**src/rtl/lcdaux_defs.svh**
```systemverilog
// Command codes, field widths, reset values and timing counts of the auxiliary command decoder.
`ifndef LCDAUX_DEFS_SVH
`define LCDAUX_DEFS_SVH
`define LCDAUX_CMD_VOL_MODE     8'h81
`define LCDAUX_CMD_IND_MASK     8'hFE
`define LCDAUX_CMD_IND          8'hAC
`define LCDAUX_CMD_PSAVE_MASK   8'hFE
`define LCDAUX_CMD_PSAVE        8'hA8
`define LCDAUX_CMD_PSAVE_EXIT   8'hE1
`define LCDAUX_CMD_NLINE_MASK   8'hF0
`define LCDAUX_CMD_NLINE        8'h30
`define LCDAUX_CMD_NLINE_RST    8'hE4
`define LCDAUX_CMD_OSC_ON       8'hAB
`define LCDAUX_CMD_SW_RESET     8'hE2
`define LCDAUX_VOL_W            6
`define LCDAUX_IND_W            2
`define LCDAUX_NLINE_W          4
`define LCDAUX_VOL_RST          6'h20
`define LCDAUX_IND_RST          2'h0
`define LCDAUX_NLINE_RST        4'h0
`define LCDAUX_VOL_UNUSED       8'h20
`define LCDAUX_BLINK_FAST_MS    500
`define LCDAUX_BLINK_SLOW_MS    1000
`define LCDAUX_CLK_KHZ          20000
`define LCDAUX_BLINK_FAST_CYC   (`LCDAUX_BLINK_FAST_MS * `LCDAUX_CLK_KHZ)
`define LCDAUX_BLINK_SLOW_CYC   (`LCDAUX_BLINK_SLOW_MS * `LCDAUX_CLK_KHZ)
`define LCDAUX_REG_CMD          32'h0000_0000
`define LCDAUX_REG_STATUS       32'h0000_0004
`define LCDAUX_REG_SETTINGS     32'h0000_0008
`endif

```
**src/rtl/lcdaux_pkg.sv**
```systemverilog
// Types used by the device end of the auxiliary command link.
package lcdaux_pkg;
   // One-hot decoder states.
   typedef enum logic [2:0]
   {
      LCDAUX_NORMAL  = 3'b001,
      LCDAUX_VOL_PEND = 3'b010,
      LCDAUX_IND_PEND = 3'b100
   } lcdaux_state_t;
   // Power save condition.
   typedef enum logic [1:0]
   {
      LCDAUX_PS_RUN     = 2'h0,
      LCDAUX_PS_STANDBY = 2'h1,
      LCDAUX_PS_SLEEP   = 2'h2
   } lcdaux_psave_t;
endpackage : lcdaux_pkg

```
**src/rtl/lcdaux_if.sv**
```systemverilog
// Parallel command port between host processor and auxiliary command decoder.
`timescale 1ns/100ps
interface lcdaux_if;
   logic       cmd_data_select;
   logic       wr_n;
   logic [7:0] data;
   modport host
   (
      output cmd_data_select,
      output wr_n,
      output data
   );
   modport dev
   (
      input cmd_data_select,
      input wr_n,
      input data
   );
endinterface : lcdaux_if

```
**src/rtl/lcdaux_decoder.sv**
```systemverilog
// Device end: decodes auxiliary command bytes and drives the panel control outputs.
`timescale 1ns/100ps
`include "lcdaux_defs.svh"
// Summary of operation
// - Volume mode accepts only the next byte
// - Low six bits load drive level
// - Leave volume mode after storing level
// - Host sends volume bytes back to back
// - Host writes 100000 if unused
// - Indicator off single byte, on starts pair
// - Indicator pending accepts only register byte
// - Host follows indicator on with register
// - Low two bits pick blink mode
// - Only indicator commands and software reset change indicator
// - Power save bit0 selects standby or sleep
// - Settings and memory kept in power save
// - Sleep stops oscillator, supply and drivers
// - Standby stops supply, keeps indicator drive
// - Display-off output low in power save
// - System cuts external supplies using output
// - Exit command restores prior operating state
// - Nibble stores reversal line count
// - N-line reset keeps count, normal alternation
// - Oscillator on only master with internal
// - Software reset reinitializes level and indicator
module lcdaux_decoder
(
   input  wire logic              mclk,
   input  wire logic              rst,
   lcdaux_if.dev                  port,
   input  wire logic              master_strap,
   input  wire logic              clock_source_strap,
   output logic [5:0]             lcd_drive_level,
   output logic [1:0]             indicator_mode,
   output logic                   indicator_electrode_b,
   output logic [3:0]             reversal_line_count,
   output logic                   nline_enable,
   output logic                   osc_run,
   output logic                   drive_supply_on,
   output logic                   mux_drive_on,
   output logic                   seg_com_at_supply,
   output logic                   display_off_out,
   output logic                   dec_busy
);
   // ****************************************************************
   // Write strobe capture
   // ****************************************************************
   logic                       wr_n_reg;
   lcdaux_pkg::lcdaux_state_t  state_reg;
   lcdaux_pkg::lcdaux_state_t  state_next;
   lcdaux_pkg::lcdaux_psave_t  psave_reg;
   lcdaux_pkg::lcdaux_psave_t  psave_next;
   logic [5:0]                 vol_reg;
   logic [5:0]                 vol_next;
   logic [1:0]                 ind_reg;
   logic [1:0]                 ind_next;
   logic [3:0]                 nline_reg;
   logic [3:0]                 nline_next;
   logic                       nline_on_reg;
   logic                       nline_on_next;
   logic                       osc_reg;
   logic                       osc_next;
   logic [24:0]                blink_cnt_reg;
   logic [24:0]                blink_cnt_next;
   logic                       blink_reg;
   logic                       blink_next;
   logic                       cmd_wr;
   logic [7:0]                 b;
   logic                       normal;
   logic                       is_ind;
   logic                       is_psave;
   logic                       is_nline;
   logic [24:0]                blink_lim;

   // Masked compare of a command byte against one command family.
   function automatic logic cmd_match
   (
      input logic [7:0] v,
      input logic [7:0] mask,
      input logic [7:0] code
   );
      return ((v & mask) == code);
   endfunction : cmd_match

   // A command byte is taken on the rising edge of the write strobe with select low.
   assign cmd_wr = port.wr_n && !wr_n_reg && !port.cmd_data_select;
   assign b      = port.data;
   assign normal = (state_reg == lcdaux_pkg::LCDAUX_NORMAL);
   assign is_ind   = cmd_match(b, `LCDAUX_CMD_IND_MASK, `LCDAUX_CMD_IND);
   assign is_psave = cmd_match(b, `LCDAUX_CMD_PSAVE_MASK, `LCDAUX_CMD_PSAVE);
   assign is_nline = cmd_match(b, `LCDAUX_CMD_NLINE_MASK, `LCDAUX_CMD_NLINE);

   // ****************************************************************
   // Command decode
   // ****************************************************************
   // Next-state decode; codes that match nothing leave every setting as it is.
   always_comb
   begin
      state_next    = state_reg;
      psave_next    = psave_reg;
      vol_next      = vol_reg;
      ind_next      = ind_reg;
      nline_next    = nline_reg;
      nline_on_next = nline_on_reg;
      osc_next      = osc_reg;
      if (cmd_wr)
      begin
         unique case (state_reg)
            lcdaux_pkg::LCDAUX_VOL_PEND:
            begin
               vol_next   = b[5:0];
               state_next = lcdaux_pkg::LCDAUX_NORMAL;
            end
            lcdaux_pkg::LCDAUX_IND_PEND:
            begin
               ind_next   = b[1:0];
               state_next = lcdaux_pkg::LCDAUX_NORMAL;
            end
            lcdaux_pkg::LCDAUX_NORMAL:
            begin
               if (b == `LCDAUX_CMD_VOL_MODE)
                  state_next = lcdaux_pkg::LCDAUX_VOL_PEND;
               else if (is_ind && b[0])
                  state_next = lcdaux_pkg::LCDAUX_IND_PEND;
               else if (is_ind)
                  ind_next = `LCDAUX_IND_RST;
               else if (is_psave)
                  psave_next = b[0] ? lcdaux_pkg::LCDAUX_PS_SLEEP : lcdaux_pkg::LCDAUX_PS_STANDBY;
               else if (b == `LCDAUX_CMD_PSAVE_EXIT)
                  psave_next = lcdaux_pkg::LCDAUX_PS_RUN;
               else if (is_nline)
               begin
                  nline_next    = b[3:0];
                  nline_on_next = (b[3:0] != 4'h0);
               end
               else if (b == `LCDAUX_CMD_NLINE_RST)
                  nline_on_next = 1'b0;
               else if (b == `LCDAUX_CMD_OSC_ON)
                  osc_next = osc_reg | (master_strap & clock_source_strap);
               else if (b == `LCDAUX_CMD_SW_RESET)
               begin
                  vol_next = `LCDAUX_VOL_RST;
                  ind_next = `LCDAUX_IND_RST;
               end
            end
            default:
               state_next = lcdaux_pkg::LCDAUX_NORMAL;
         endcase
      end
   end

   // ****************************************************************
   // Indicator blink timer
   // ****************************************************************
   // Toggle period follows the stored blink mode.
   assign blink_lim = (ind_reg == 2'h1) ? 25'(`LCDAUX_BLINK_FAST_CYC / 2 - 1)
                                        : 25'(`LCDAUX_BLINK_SLOW_CYC / 2 - 1);
   assign blink_cnt_next = (blink_cnt_reg >= blink_lim) ? 25'h0 : blink_cnt_reg + 25'h1;
   assign blink_next     = (blink_cnt_reg >= blink_lim) ? !blink_reg : blink_reg;

   // State registers; hardware reset clears any pending pair.
   always_ff @(posedge mclk or posedge rst)
   begin
      if (rst)
      begin
         wr_n_reg      <= 1'b1;
         state_reg     <= lcdaux_pkg::LCDAUX_NORMAL;
         psave_reg     <= lcdaux_pkg::LCDAUX_PS_RUN;
         vol_reg       <= `LCDAUX_VOL_RST;
         ind_reg       <= `LCDAUX_IND_RST;
         nline_reg     <= `LCDAUX_NLINE_RST;
         nline_on_reg  <= 1'b0;
         osc_reg       <= 1'b0;
         blink_cnt_reg <= 25'h0;
         blink_reg     <= 1'b0;
      end
      else
      begin
         wr_n_reg      <= port.wr_n;
         state_reg     <= state_next;
         psave_reg     <= psave_next;
         vol_reg       <= vol_next;
         ind_reg       <= ind_next;
         nline_reg     <= nline_next;
         nline_on_reg  <= nline_on_next;
         osc_reg       <= osc_next;
         blink_cnt_reg <= blink_cnt_next;
         blink_reg     <= blink_next;
      end
   end

   // ****************************************************************
   // Panel control outputs
   // ****************************************************************
   // Power save gates the drive without touching the stored settings.
   assign lcd_drive_level       = vol_reg;
   assign indicator_mode        = ind_reg;
   assign reversal_line_count   = nline_reg;
   assign nline_enable          = nline_on_reg;
   assign osc_run               = osc_reg && (psave_reg != lcdaux_pkg::LCDAUX_PS_SLEEP);
   assign drive_supply_on       = (psave_reg == lcdaux_pkg::LCDAUX_PS_RUN);
   assign mux_drive_on          = (psave_reg == lcdaux_pkg::LCDAUX_PS_RUN);
   assign seg_com_at_supply     = (psave_reg != lcdaux_pkg::LCDAUX_PS_RUN);
   assign display_off_out       = (psave_reg == lcdaux_pkg::LCDAUX_PS_RUN);
   assign indicator_electrode_b = (psave_reg != lcdaux_pkg::LCDAUX_PS_SLEEP) &&
                                  ((ind_reg == 2'h3) || (ind_reg != 2'h0 && blink_reg));
   assign dec_busy              = !normal;
endmodule : lcdaux_decoder

```
**src/flat_wrapper.sv**
```systemverilog
// flat-port wrapper written by rule: the top's interface ports become plain ports
module lcdaux_decoder_flat 
  (mclk, rst, master_strap, clock_source_strap, lcd_drive_level, indicator_mode, indicator_electrode_b, reversal_line_count, nline_enable, osc_run, drive_supply_on, mux_drive_on, seg_com_at_supply, display_off_out, dec_busy, port_cmd_data_select, port_wr_n, port_data);
  lcdaux_if port_i ();
  input  wire logic mclk;
  input  wire logic rst;
  input  wire logic master_strap;
  input  wire logic clock_source_strap;
  output logic [5:0] lcd_drive_level;
  output logic [1:0] indicator_mode;
  output logic indicator_electrode_b;
  output logic [3:0] reversal_line_count;
  output logic nline_enable;
  output logic osc_run;
  output logic drive_supply_on;
  output logic mux_drive_on;
  output logic seg_com_at_supply;
  output logic display_off_out;
  output logic dec_busy;
  input wire logic [$bits(port_i.cmd_data_select)-1:0] port_cmd_data_select;
  input wire logic [$bits(port_i.wr_n)-1:0] port_wr_n;
  input wire logic [$bits(port_i.data)-1:0] port_data;
  assign port_i.cmd_data_select = port_cmd_data_select;
  assign port_i.wr_n = port_wr_n;
  assign port_i.data = port_data;
  lcdaux_decoder u_core (.mclk(mclk), .rst(rst), .port(port_i), .master_strap(master_strap), .clock_source_strap(clock_source_strap), .lcd_drive_level(lcd_drive_level), .indicator_mode(indicator_mode), .indicator_electrode_b(indicator_electrode_b), .reversal_line_count(reversal_line_count), .nline_enable(nline_enable), .osc_run(osc_run), .drive_supply_on(drive_supply_on), .mux_drive_on(mux_drive_on), .seg_com_at_supply(seg_com_at_supply), .display_off_out(display_off_out), .dec_busy(dec_busy));
endmodule
```
**config.mk**
```make
export PLATFORM = sky130hd
export DESIGN_NAME = lcdaux_decoder_flat
export DESIGN_NICKNAME = d
export VERILOG_FILES = /design/src/rtl/lcdaux_pkg.sv /design/src/rtl/lcdaux_if.sv /design/src/rtl/lcdaux_decoder.sv /design/src/flat_wrapper.sv
export VERILOG_INCLUDE_DIRS = /design/src /design/src/rtl
export SDC_FILE = /design/constraint.sdc
export NUM_CORES = 1
export LEC_CHECK = 0
export BUFFER_PORTS_ARGS = -buffer_cell sky130_fd_sc_hd__buf_2
export CAP_MARGIN = 10
export CORE_ASPECT_RATIO = 1.75
export CORE_MARGIN = 2
export CORE_UTILIZATION = 58
export CTS_BUF_LIST = sky130_fd_sc_hd__clkbuf_8 sky130_fd_sc_hd__clkbuf_16
export CTS_CLUSTER_SIZE = 25
export DETAILED_ROUTE_END_ITERATION = 10
export HOLD_SLACK_MARGIN = 0.06
export PLACE_DENSITY = 0.8
export SLEW_MARGIN = 20
export SYNTH_ARGS = -nofsm -noshare
export SYNTH_HDL_FRONTEND = slang
export SYNTH_SLANG_ARGS = --single-unit
```
**constraint.sdc**
```tcl
create_clock -name mclk -period 3.59 [get_ports mclk]
set_input_delay 0.718 -clock mclk [delete_from_list [all_inputs] [get_ports mclk]]
set_output_delay 0.718 -clock mclk [all_outputs]
set_load 0.02 [all_outputs]
```
==> results of run 1 <==
[worst max path at each step]
stage	slack, ns	start	to	cells past startpoint
after CTS	0.57	u_core.indicator_mode[1]$_DFFE_PP0P_	u_core.blink_reg$_DFFE_PP0P_	10
final	0.57	u_core.indicator_mode[1]$_DFFE_PP0P_	u_core.blink_reg$_DFFE_PP0P_	10
after global placement	0.65	u_core.indicator_mode[1]$_DFFE_PP0P_	u_core.blink_reg$_DFFE_PP0P_	10
after floorplan	0.88	u_core.indicator_mode[0]$_DFFE_PP0P_	u_core.blink_cnt_reg[13]$_DFF_PP0_	11
after global routing	0.29	u_core.indicator_mode[1]$_DFFE_PP0P_	u_core.blink_reg$_DFFE_PP0P_	10
after detailed placement	0.59	u_core.indicator_mode[1]$_DFFE_PP0P_	u_core.blink_reg$_DFFE_PP0P_	10
[cell type report]
class | count | area share
inverter | 9 | 0.0117
clock inverter | 3 | 0.0138
clock buffer | 5 | 0.0238
timing repair buffer | 34 | 0.0596
multi-input combinational | 205 | 0.470
tap | 51 | 0.0220
sequential | 46 | 0.399
[worst max-delay path, cell delays in order (launching register included)]
cell and delay (ns):
dfrtp_1 0.44, nor2b_1 0.39, clkinv_1 0.18, buf_4 0.21, ha_1 0.30, nor4bb_1 0.41
nand3_1 0.13, a21oi_1 0.18, o311ai_1 0.13, nand3_2 0.39, xor2_1 0.18
[logic make-up after synthesis]
logic type,synth area share
AND/OR/NAND/NOR,0.260
AO/OA/AOI/OAI,0.0954
flip-flops,0.434
multiplexers,0.0385
adder cells (fa/ha/maj),0.0319
XOR/XNOR,0.0855
buffers and inverters,0.0554
[layout by cell type (no fill, tap or decap), types with 3 or more instances in the layout]
cell / n
ha_1: 6
buf_2: 33
nor3b_1: 3
mux2_4: 4
nand2_1: 16
a21oi_1: 11
o21ai_0: 10
inv_1: 7
clkbuf_8: 5
nor2b_1: 9
nor3_1: 6
xor2_1: 17
dfstp_2: 3
dfrtp_1: 43
and4_1: 4
nor2_1: 39
nand3_1: 13
a22o_1: 5
or3_1: 3
xnor2_1: 9
nand4_1: 6
and3_1: 5
[metal layers]
layer | routed length, um | track usage
met2 | 3110 | 0.464
met1 | 2190 | 0.256
met5 | 0 | 0
met3 | 134 | 0.0317
met4 | 137 | 0.0996
[through the flow]
stage               utilization  std cells  power (mW)
finish                    0.657        353        1.00
floorplan                     -        277       0.602
detailed placement        0.633        345       0.627
CTS                       0.657        353        1.00
global route              0.657        353        1.03
global placement          0.633        345       0.625
[power by group through the flow]
stage | clock, mW | sequential [mW] | combinational, mW
after floorplan | 0 | 0.554 | 0.0477
after global placement | 0 | 0.544 | 0.0805
after detailed placement | 0 | 0.545 | 0.0822
after CTS | 0.387 | 0.535 | 0.0826
after global routing | 0.408 | 0.536 | 0.0895
final | 0.386 | 0.535 | 0.0809
==> metrics.yaml, run 1 <==
placed_design:
  gp_congestion: 0.833
  portBuffers: 33
  dpl_cell_area_sq_mm: 0.00279
  hpwl_mm: 4.10
  dp_slack_ns: 0.588
worst_setup_path:
  worstPathRequired_ns: 3.81
  reg2reg_setup_slack_ns: 0.57
  crit_path_start_kind: "flip-flop"
  reg2regPathDepth: 10
  rr_startpoint: "u_core.indicator_mode[1]$_DFFE_PP0P_"
  r2r-end: "u_core.blink_reg$_DFFE_PP0P_"
  worst-setup-path-type: "reg -> reg"
  endpoint_kind: "flip-flop"
  cp.arrival_ns: 3.24
  crit_fanout: 26
final_layout:
  num_antenna_cells: 0
  fillCellCount: 372
  nets: 321
  largest_reg_flops: 25
  ff_latch_area_sq_mm: 0.00115
  finalInstanceArea_sq_mm: 0.00290
  drive_above_1_share: 0.195
  multiInputGateArea_sq_mm: 0.00136
  area_delta_synth_final_pct: 8.69
power:
  power_density_mw_per_mm2: 346
  seqPwrFrac: 0.534
  leakage_nw: 1.42
  p_int_mw: 0.764
  clock_power_share: 0.385
  switchingPower_mw: 0.237
  swShare: 0.237
  vdd_drop_max_uv: 379
  combPwrFrac: 0.081
worst_hold_path:
  hp-start: "u_core.lcd_drive_level[5]$_DFFE_PP1P_"
  hold_depth: 2
  hold_class: "reg -> reg"
  min_to: "u_core.lcd_drive_level[5]$_DFFE_PP1P_"
floorplan:
  die_h_um: 93.7
  core_area_sq_mm: 0.00440
  ios: 34
  die_area_sq_mm: 0.00517
  start_util: 0.605
  fp-row-count: 32
  fp.dieW_um: 55.2
synth:
  synth_common_cells: "dfrtp_1, nor2_1, xor2_1"
  syn-num-nets: 297
  seq_area_frac_synth: 0.434
  ys_async_sr_fraction: 1.00
  ys.flop_type: "dfrtp_1"
  ys_ff_latch: 46
  synth.most_common_cell: "dfrtp_1"
  synth.avg_cell_area_sq_um: 9.62
  yosysTopAreaCellShare: 0.404
  synth.distinct_cells: 55
  syn_inst: 277
  synth_edf_count: 0
  syn_area_sq_mm: 0.00266
  ys_top_cells_by_area: "dfrtp_1, xor2_1, nor2_1, dfstp_2, xnor2_1"
  synth_warnings: 0
  post-synth-top-area-cell: "dfrtp_1"
status:
  status: "complete, no violations"
grt:
  grt_pass1_vias: 2138
  antenna_found_initial: 0
  overflow: 0
  grt_pass1_wl_mm: 9.87
  grt_use_total: 0.241
  grt_max_degree: 47
sta:
  setup_ws_ns: 0.573
  maxSlewHeadroom: 0.381
  finalCritPeriodShare: 0.840
  setup_viol: 0
  finalCriticalPeriod_ns: 3.02
  hold_violations: 0
  holdWs_ns: 0.470
  rsz0062_at_grt: "no"
  finalSetupTns_ns: 0
  worst_slew_pin_slew_ns: 0.927
  clock_skew_ns: 0.00961
  maxSlewViolCount: 0
  max_freq_ghz: 0.331
routing:
  wirelength_mm: 5.57
  drt_first_pass_iters: 4
  drt-vias-per-instance: 5.81
  post-route-drc-count: 0
  ant_nets: 0
  wire_per_inst_um: 15.8
  vias: 2051
  drt_first_iter_violations: 50
cts:
  clock_latency_ns: 0.30
  cts_buffer_depth: 2
  cts-root-buf: "clkbuf_8"
  cts_resized: 0
  cts-hold-fix-buffers: 0
  cts_buffers: 5
  clk_pin_slew_worst_paths_ns: 0.09
  clkSinkCount: 46
  h-tree-depth: 2
  cts_tree: "done"
  postCtsSetupRepairBufs: 0
job:
  maxCapViolCount: 0
No activity file was read; power rests on OpenSTA's default activity.
==> run 2, diff against run 1 <==
Settings changed: CORE_UTILIZATION 58 to 52, PLACE_DENSITY 0.8 to 0.76.
Clock period 3.59 ns to 2.65 ns, I/O delays scaled along.
==> run 2 against run 1 <==
Against the previous run: register-to-register slack worse by 0.26 ns; sequential cell count stayed put; first-iteration DRC count is 68% higher; non-clock buffer count is 10 higher; hold slack worse by 0.20 ns; utilization is 5.9 points lower; cell count is 3.7% higher; maximum frequency is 29% higher; design area is 2.0% higher; count of clock-buffer cells in the layout stayed put; global-route usage is 2.4 points lower; critical endpoint is now u_core.blink_cnt_reg[11]$_DFF_PP0_.
==> metrics.yaml, run 2 (synthesis results as in run 1) <==
cts:
  cts-hold-fix-buffers: 0  # unchanged
  h-tree-depth: 2  # unchanged
  clkSinkCount: 46  # unchanged
  cts-root-buf: "clkbuf_8"  # unchanged
  cts_tree: "done"  # unchanged
  cts_resized: 0  # unchanged
  clk_pin_slew_worst_paths_ns: 0.09  # about the same
  cts_buffers: 5  # unchanged
  clock_latency_ns: 0.30  # about the same
  postCtsSetupRepairBufs: 0  # unchanged
  cts_buffer_depth: 2  # unchanged
placed_design:
  dp_slack_ns: 0.273  # was 0.588 ns
  portBuffers: 33  # unchanged
  hpwl_mm: 4.19  # was 4.10 mm
  gp_congestion: 0.935  # was 0.833
  dp_cells: 358  # was 345
routing:
  ant_nets: 0  # unchanged
  wire_per_inst_um: 14.9  # was 15.8 um
  drt_first_pass_iters: 4  # unchanged
  drt_first_iter_violations: 84  # was 50
  post-route-drc-count: 0  # unchanged
  wirelength_mm: 5.44  # was 5.57 mm
  drt-vias-per-instance: 5.81  # about the same
  vias: 2126  # was 2051
status:
  status: "complete, no violations"  # unchanged
sta:
  finalCriticalPeriod_ns: 2.33  # was 3.02 ns
  clock_skew_ns: 0.0163  # was 0.00961 ns
  holdWs_ns: 0.275  # was 0.470 ns
  finalSetupTns_ns: 0  # unchanged
  hold_violations: 0  # unchanged
  worst_slew_pin_slew_ns: 0.581  # was 0.927 ns
  rsz0062_at_grt: "no"  # unchanged
  maxSlewViolCount: 0  # unchanged
  finalCritPeriodShare: 0.881  # was 0.840
  setup_ws_ns: 0.316  # was 0.573 ns
  maxSlewHeadroom: 0.612  # was 0.381
  max_freq_ghz: 0.428  # was 0.331 GHz
  setup_viol: 0  # unchanged
floorplan:
  die_area_sq_mm: 0.00573  # was 0.00517 sq mm
  core_area_sq_mm: 0.00493  # was 0.00440 sq mm
  fp-row-count: 34  # was 32
  die_h_um: 98.7  # was 93.7 um
  start_util: 0.540  # was 0.605
  fp.dieW_um: 58.1  # was 55.2 um
  ios: 34  # unchanged
worst_setup_path:
  crit_fanout: 13  # was 26
  endpoint_kind: "flip-flop"  # unchanged
  worstPathRequired_ns: 2.83  # was 3.81 ns
  worst-setup-path-type: "reg -> reg"  # unchanged
  crit_path_start_kind: "flip-flop"  # unchanged
  cp.arrival_ns: 2.51  # was 3.24 ns
final_layout:
  final_common_cell: "dfrtp_1"  # unchanged
  nets: 331  # was 321
  area_delta_synth_final_pct: 10.9  # was 8.69%
  fillCellCount: 447  # was 372
  num_antenna_cells: 0  # unchanged
  fin_cells: 366  # was 353
  largest_reg_flops: 25  # unchanged
  final_cell_mix: "dfrtp_1, nor2_1, buf_2, xor2_1, nand2_1"  # unchanged
  drive_above_1_share: 0.221  # was 0.195
power:
  power_density_mw_per_mm2: 430  # was 346 mW/mm^2
  vdd_drop_max_uv: 407  # was 379 uV
  switchingPower_mw: 0.326  # was 0.237 mW
  power_mw: 1.27  # was 1.00 mW
  seqPwrFrac: 0.571  # was 0.534
  p_int_mw: 0.943  # was 0.764 mW
  combPwrFrac: 0.089  # was 0.081
  leakage_nw: 1.46  # was 1.42 nW
  swShare: 0.257  # was 0.237
  clock_power_share: 0.341  # was 0.385
worst_hold_path:
  hold_class: "in -> async"  # was reg -> reg
grt:
  grt_pass1_wl_mm: 9.71  # was 9.87 mm
  grt_pass1_vias: 2146  # was 2138
  grt_max_degree: 31  # was 47
  antenna_found_initial: 0  # unchanged
  overflow: 0  # unchanged
  grt_use_total: 0.217  # was 0.241
job:
  maxCapViolCount: 0  # unchanged
run 2: cell types whose count changed in the layout (fill, tap and decap cells not counted), sizes merged:
cell and delta:
buf +10, bufinv -1, clkinv -2, clkinvlp +2
inv +1
run 2: power by group through the flow:
stage / combinational (mW) / clock [mW] / sequential, mW
5_1_grt: 0.126 / 0.466 / 0.726
3_3_place_gp: 0.114 / 0 / 0.738
4_1_cts: 0.115 / 0.441 / 0.724
6_report: 0.113 / 0.432 / 0.724
2_1_floorplan: 0.0647 / 0 / 0.751
3_5_place_dp: 0.116 / 0 / 0.737
run 2: final cells by class:
cell class / instances / area [sq um] / share of cell area
inverters: 9 / 35.0 / 0.0119
repair buffers: 44 / 248 / 0.0839
clock buffers: 5 / 68.8 / 0.0233
flip-flops and latches: 46 / 1150 / 0.391
multi-input cells: 205 / 1360 / 0.461
well taps: 54 / 67.6 / 0.0229
clock inverters: 3 / 18.8 / 0.00635
run 2: metrics by stage:
step                      utilization  area, sq um
after global routing            0.599         2950
after detailed placement        0.581         2870
final                           0.599         2950
after global placement          0.581         2870
after floorplan                     -         2670
after CTS                       0.599         2950
run 2: critical path, cell delays in order, from the launching register on:
cell	delay, ns
dfrtp_1	0.39
nor2b_1	0.18
clkinv_2	0.15
ha_1	0.31
nor4bb_1	0.37
nand3_1	0.13
a21oi_1	0.18
o311ai_1	0.13
nand3_2	0.10
buf_4	0.20
nor2_1	0.08
run 2: per-layer routing:
layer | global-route usage | routed length [um] | vias up
li1 | - | - | 1028
met1 | 0.245 | 2060 | 1024
met2 | 0.381 | 2970 | 56
met3 | 0.0341 | 178 | 18
met4 | 0.109 | 226 | 0
met5 | 0 | 0 | -
run 2: final timing paths:
check / startpoint / end / slack [ns] / cells after the start
max: u_core.indicator_mode[1]$_DFFE_PP0P_ / u_core.blink_cnt_reg[11]$_DFF_PP0_ / 0.32 / 10
min: rst / u_core.lcd_drive_level[3]$_DFFE_PP0P_ / 0.28 / 2
max reg2reg: u_core.indicator_mode[1]$_DFFE_PP0P_ / u_core.blink_cnt_reg[11]$_DFF_PP0_ / 0.32 / 10
min reg2reg: u_core.lcd_drive_level[5]$_DFFE_PP1P_ / u_core.lcd_drive_level[5]$_DFFE_PP1P_ / 0.46 / 2
max in group asynchronous: rst / u_core.blink_cnt_reg[18]$_DFF_PP0_ / 1.81 / 3
min in group mclk: port_wr_n / u_core.wr_n_reg$_DFF_PP1_ / 0.32 / 1
==> run 3, diff against run 2 <==
Settings changed: RECOVER_POWER from default to 100.
==> run 3 against run 2 <==
Against the previous run: non-clock buffer count stayed put; die area unchanged; utilization fell by 1.5 points; sequential power about the same; routed wire length is essentially flat; cell count did not move; design area decreased by 2.5%; maximum frequency is 0.87% higher; setup slack improved by 0.020 ns; power is 1.2% lower; first-iteration DRC count shrank 13%; critical path type unchanged.
==> metrics.yaml, run 3 (synthesis results as in run 1) <==
status:
  status: "complete, no violations"  # unchanged
routing:
  ant_nets: 0  # unchanged
  vias: 2130  # was 2126
  post-route-drc-count: 0  # unchanged
  drt_first_pass_iters: 4  # unchanged
  drt-vias-per-instance: 5.82  # was 5.81
  wire_per_inst_um: 14.9  # about the same
  drt_first_iter_violations: 73  # was 84
  wirelength_mm: 5.44  # about the same
worst_hold_path:
  hold_depth: 1
  hold_class: "in -> reg"  # was in -> async
  min_to: "u_core.wr_n_reg$_DFF_PP1_"
  hp-start: "port_wr_n"
final_layout:
  final_common_cell: "dfrtp_1"  # unchanged
  final_core_util: 0.584  # was 0.599
  ff_latch_area_sq_mm: 0.00115  # unchanged
  nets: 331  # unchanged
  drive_above_1_share: 0.115  # was 0.221
  multiInputGateArea_sq_mm: 0.00133  # was 0.00136 sq mm
  final_cell_mix: "dfrtp_1, nor2_1, clkbuf_1, xor2_1, nand2_1"  # was dfrtp_1, nor2_1, buf_2, xor2_1, nand2_1
  area_delta_synth_final_pct: 8.17  # was 10.9%
  fillCellCount: 457  # was 447
  num_antenna_cells: 0  # unchanged
  largest_reg_flops: 25  # unchanged
sta:
  worst_slew_pin_slew_ns: 1.04  # was 0.581 ns
  rsz0062_at_grt: "no"  # unchanged
  holdWs_ns: 0.322  # was 0.275 ns
  finalCritPeriodShare: 0.873  # was 0.881
  finalSetupTns_ns: 0  # unchanged
  clock_skew_ns: 0.0155  # was 0.0163 ns
  hold_violations: 0  # unchanged
  setup_viol: 0  # unchanged
  finalCriticalPeriod_ns: 2.31  # was 2.33 ns
  maxSlewHeadroom: 0.304  # was 0.612
  maxSlewViolCount: 0  # unchanged
  max_freq_ghz: 0.432  # was 0.428 GHz
worst_setup_path:
  cpPeakStageDelay_ns: 0.39  # about the same
  slowest_stage: "dfrtp_1"  # unchanged
  crit_fanout: 13  # unchanged
  worstPathRequired_ns: 2.89  # was 2.83 ns
  critical-path-top-delay-family: "simple AND/OR/NAND/NOR gates"  # unchanged
  cp.arrival_ns: 2.55  # was 2.51 ns
  reg2regPathDepth: 10  # unchanged
  r2r-end: "u_core.blink_reg$_DFFE_PP0P_"  # was u_core.blink_cnt_reg[11]$_DFF_PP0_
  crit_buf_inv: 2  # unchanged
  setup.worst_path.start: "u_core.indicator_mode[1]$_DFFE_PP0P_"  # unchanged
  rr_startpoint: "u_core.indicator_mode[1]$_DFFE_PP0P_"  # unchanged
  crit_path_start_kind: "flip-flop"  # unchanged
  endpoint_kind: "flip-flop"  # unchanged
  worst-setup-path-type: "reg -> reg"  # unchanged
  reg2reg_setup_slack_ns: 0.34  # was 0.32 ns
  worstPathCellList: "nor2b_1 -> inv_1 -> ha_1 -> nor4bb_1 -> nand3_1 -> a21oi_1 -> o311ai_0 -> nand3_2 -> buf_4 -> xor2_1"  # was nor2b_1 -> clkinv_2 -> ha_1 -> nor4bb_1 -> nand3_1 -> a21oi_1 -> o311ai_1 -> nand3_2 -> buf_4 -> nor2_1
grt:
  grt_max_degree: 31  # unchanged
  overflow: 0  # unchanged
  grt_pass1_vias: 2146  # unchanged
  grt_use_total: 0.217  # unchanged
  antenna_found_initial: 0  # unchanged
  grt_pass1_wl_mm: 9.71  # unchanged
placed_design:
  hpwl_mm: 4.19  # unchanged
  portBuffers: 33  # unchanged
  gp_congestion: 0.935  # unchanged
cts:
  clk_pin_slew_worst_paths_ns: 0.09  # about the same
  postCtsSetupRepairBufs: 0  # unchanged
  cts_buffer_depth: 2  # unchanged
  cts_buffers: 5  # unchanged
  clkSinkCount: 46  # unchanged
  cts-hold-fix-buffers: 0  # unchanged
  cts_resized: 0  # unchanged
  cts_tree: "done"  # unchanged
  h-tree-depth: 2  # unchanged
  clock_latency_ns: 0.30  # about the same
  cts-root-buf: "clkbuf_8"  # unchanged
floorplan:
  start_util: 0.540  # unchanged
  fp.dieW_um: 58.1  # unchanged
  die_h_um: 98.7  # unchanged
  fp-row-count: 34  # unchanged
  ios: 34  # unchanged
  core_area_sq_mm: 0.00493  # unchanged
  die_area_sq_mm: 0.00573  # unchanged
power:
  swShare: 0.258  # was 0.257
  seqPwrFrac: 0.577  # was 0.571
  clock_power_share: 0.343  # was 0.341
  power_mw: 1.25  # was 1.27 mW
  combPwrFrac: 0.079  # was 0.089
  leakage_nw: 1.34  # was 1.46 nW
  switchingPower_mw: 0.324  # was 0.326 mW
  power_density_mw_per_mm2: 435  # was 430 mW/mm^2
  vdd_drop_max_uv: 404  # was 407 uV
  p_int_mw: 0.931  # was 0.943 mW
job:
  maxCapViolCount: 0  # unchanged
-- run 3: changes by cell type in the layout (fill, tap and decap cells not counted), sizes merged --
cell,change
clkbuf,+24
clkinv,-1
buf,-24
inv,+1
-- run 3: worst max-delay path by stage --
stage                                                            to  depth (start not counted)  slack, ns
final                                  u_core.blink_reg$_DFFE_PP0P_                         10       0.34
after global routing                   u_core.blink_reg$_DFFE_PP0P_                         10       0.08
after CTS                              u_core.blink_reg$_DFFE_PP0P_                         10       0.30
after global placement    u_core.reversal_line_count[2]$_DFFE_PP0P_                          6       0.28
after floorplan                  u_core.blink_cnt_reg[13]$_DFF_PP0_                         11       0.07
after detailed placement  u_core.reversal_line_count[0]$_DFFE_PP0P_                          6       0.27
-- run 3: final cells by class --
cell class	count	share of cell area
Clock buffer	5	0.0239
Clock inverter	3	0.00651
Inverter	9	0.0117
Multi-Input combinational cell	205	0.461
Sequential cell	46	0.401
Tap cell	54	0.0234
Timing Repair Buffer	44	0.0729
-- run 3: per-stage QoR --
stage | setup slack (ns) | instance area, sq um | std cells
floorplan | 0.0695 | 2670 | 277
global placement | 0.282 | 2870 | 358
detailed placement | 0.273 | 2870 | 358
CTS | 0.298 | 2950 | 366
global route | 0.0801 | 2880 | 366
finish | 0.336 | 2880 | 366
-- run 3: power groups by stage --
stage / registers, mW / logic, mW / clock network [mW]
after floorplan: 0.751 / 0.0647 / 0
after global placement: 0.738 / 0.114 / 0
after detailed placement: 0.737 / 0.116 / 0
after CTS: 0.724 / 0.115 / 0.441
after global routing: 0.726 / 0.112 / 0.466
final: 0.724 / 0.0997 / 0.431
-- run 3: routing by layer --
layer	share of wire	global-route usage	routed length (um)	vias up
li1	-	-	-	1027
met1	0.39	0.245	2100	1037
met2	0.54	0.381	2960	48
met3	0.029	0.0341	160	18
met4	0.039	0.109	214	0
met5	0	0	0	-
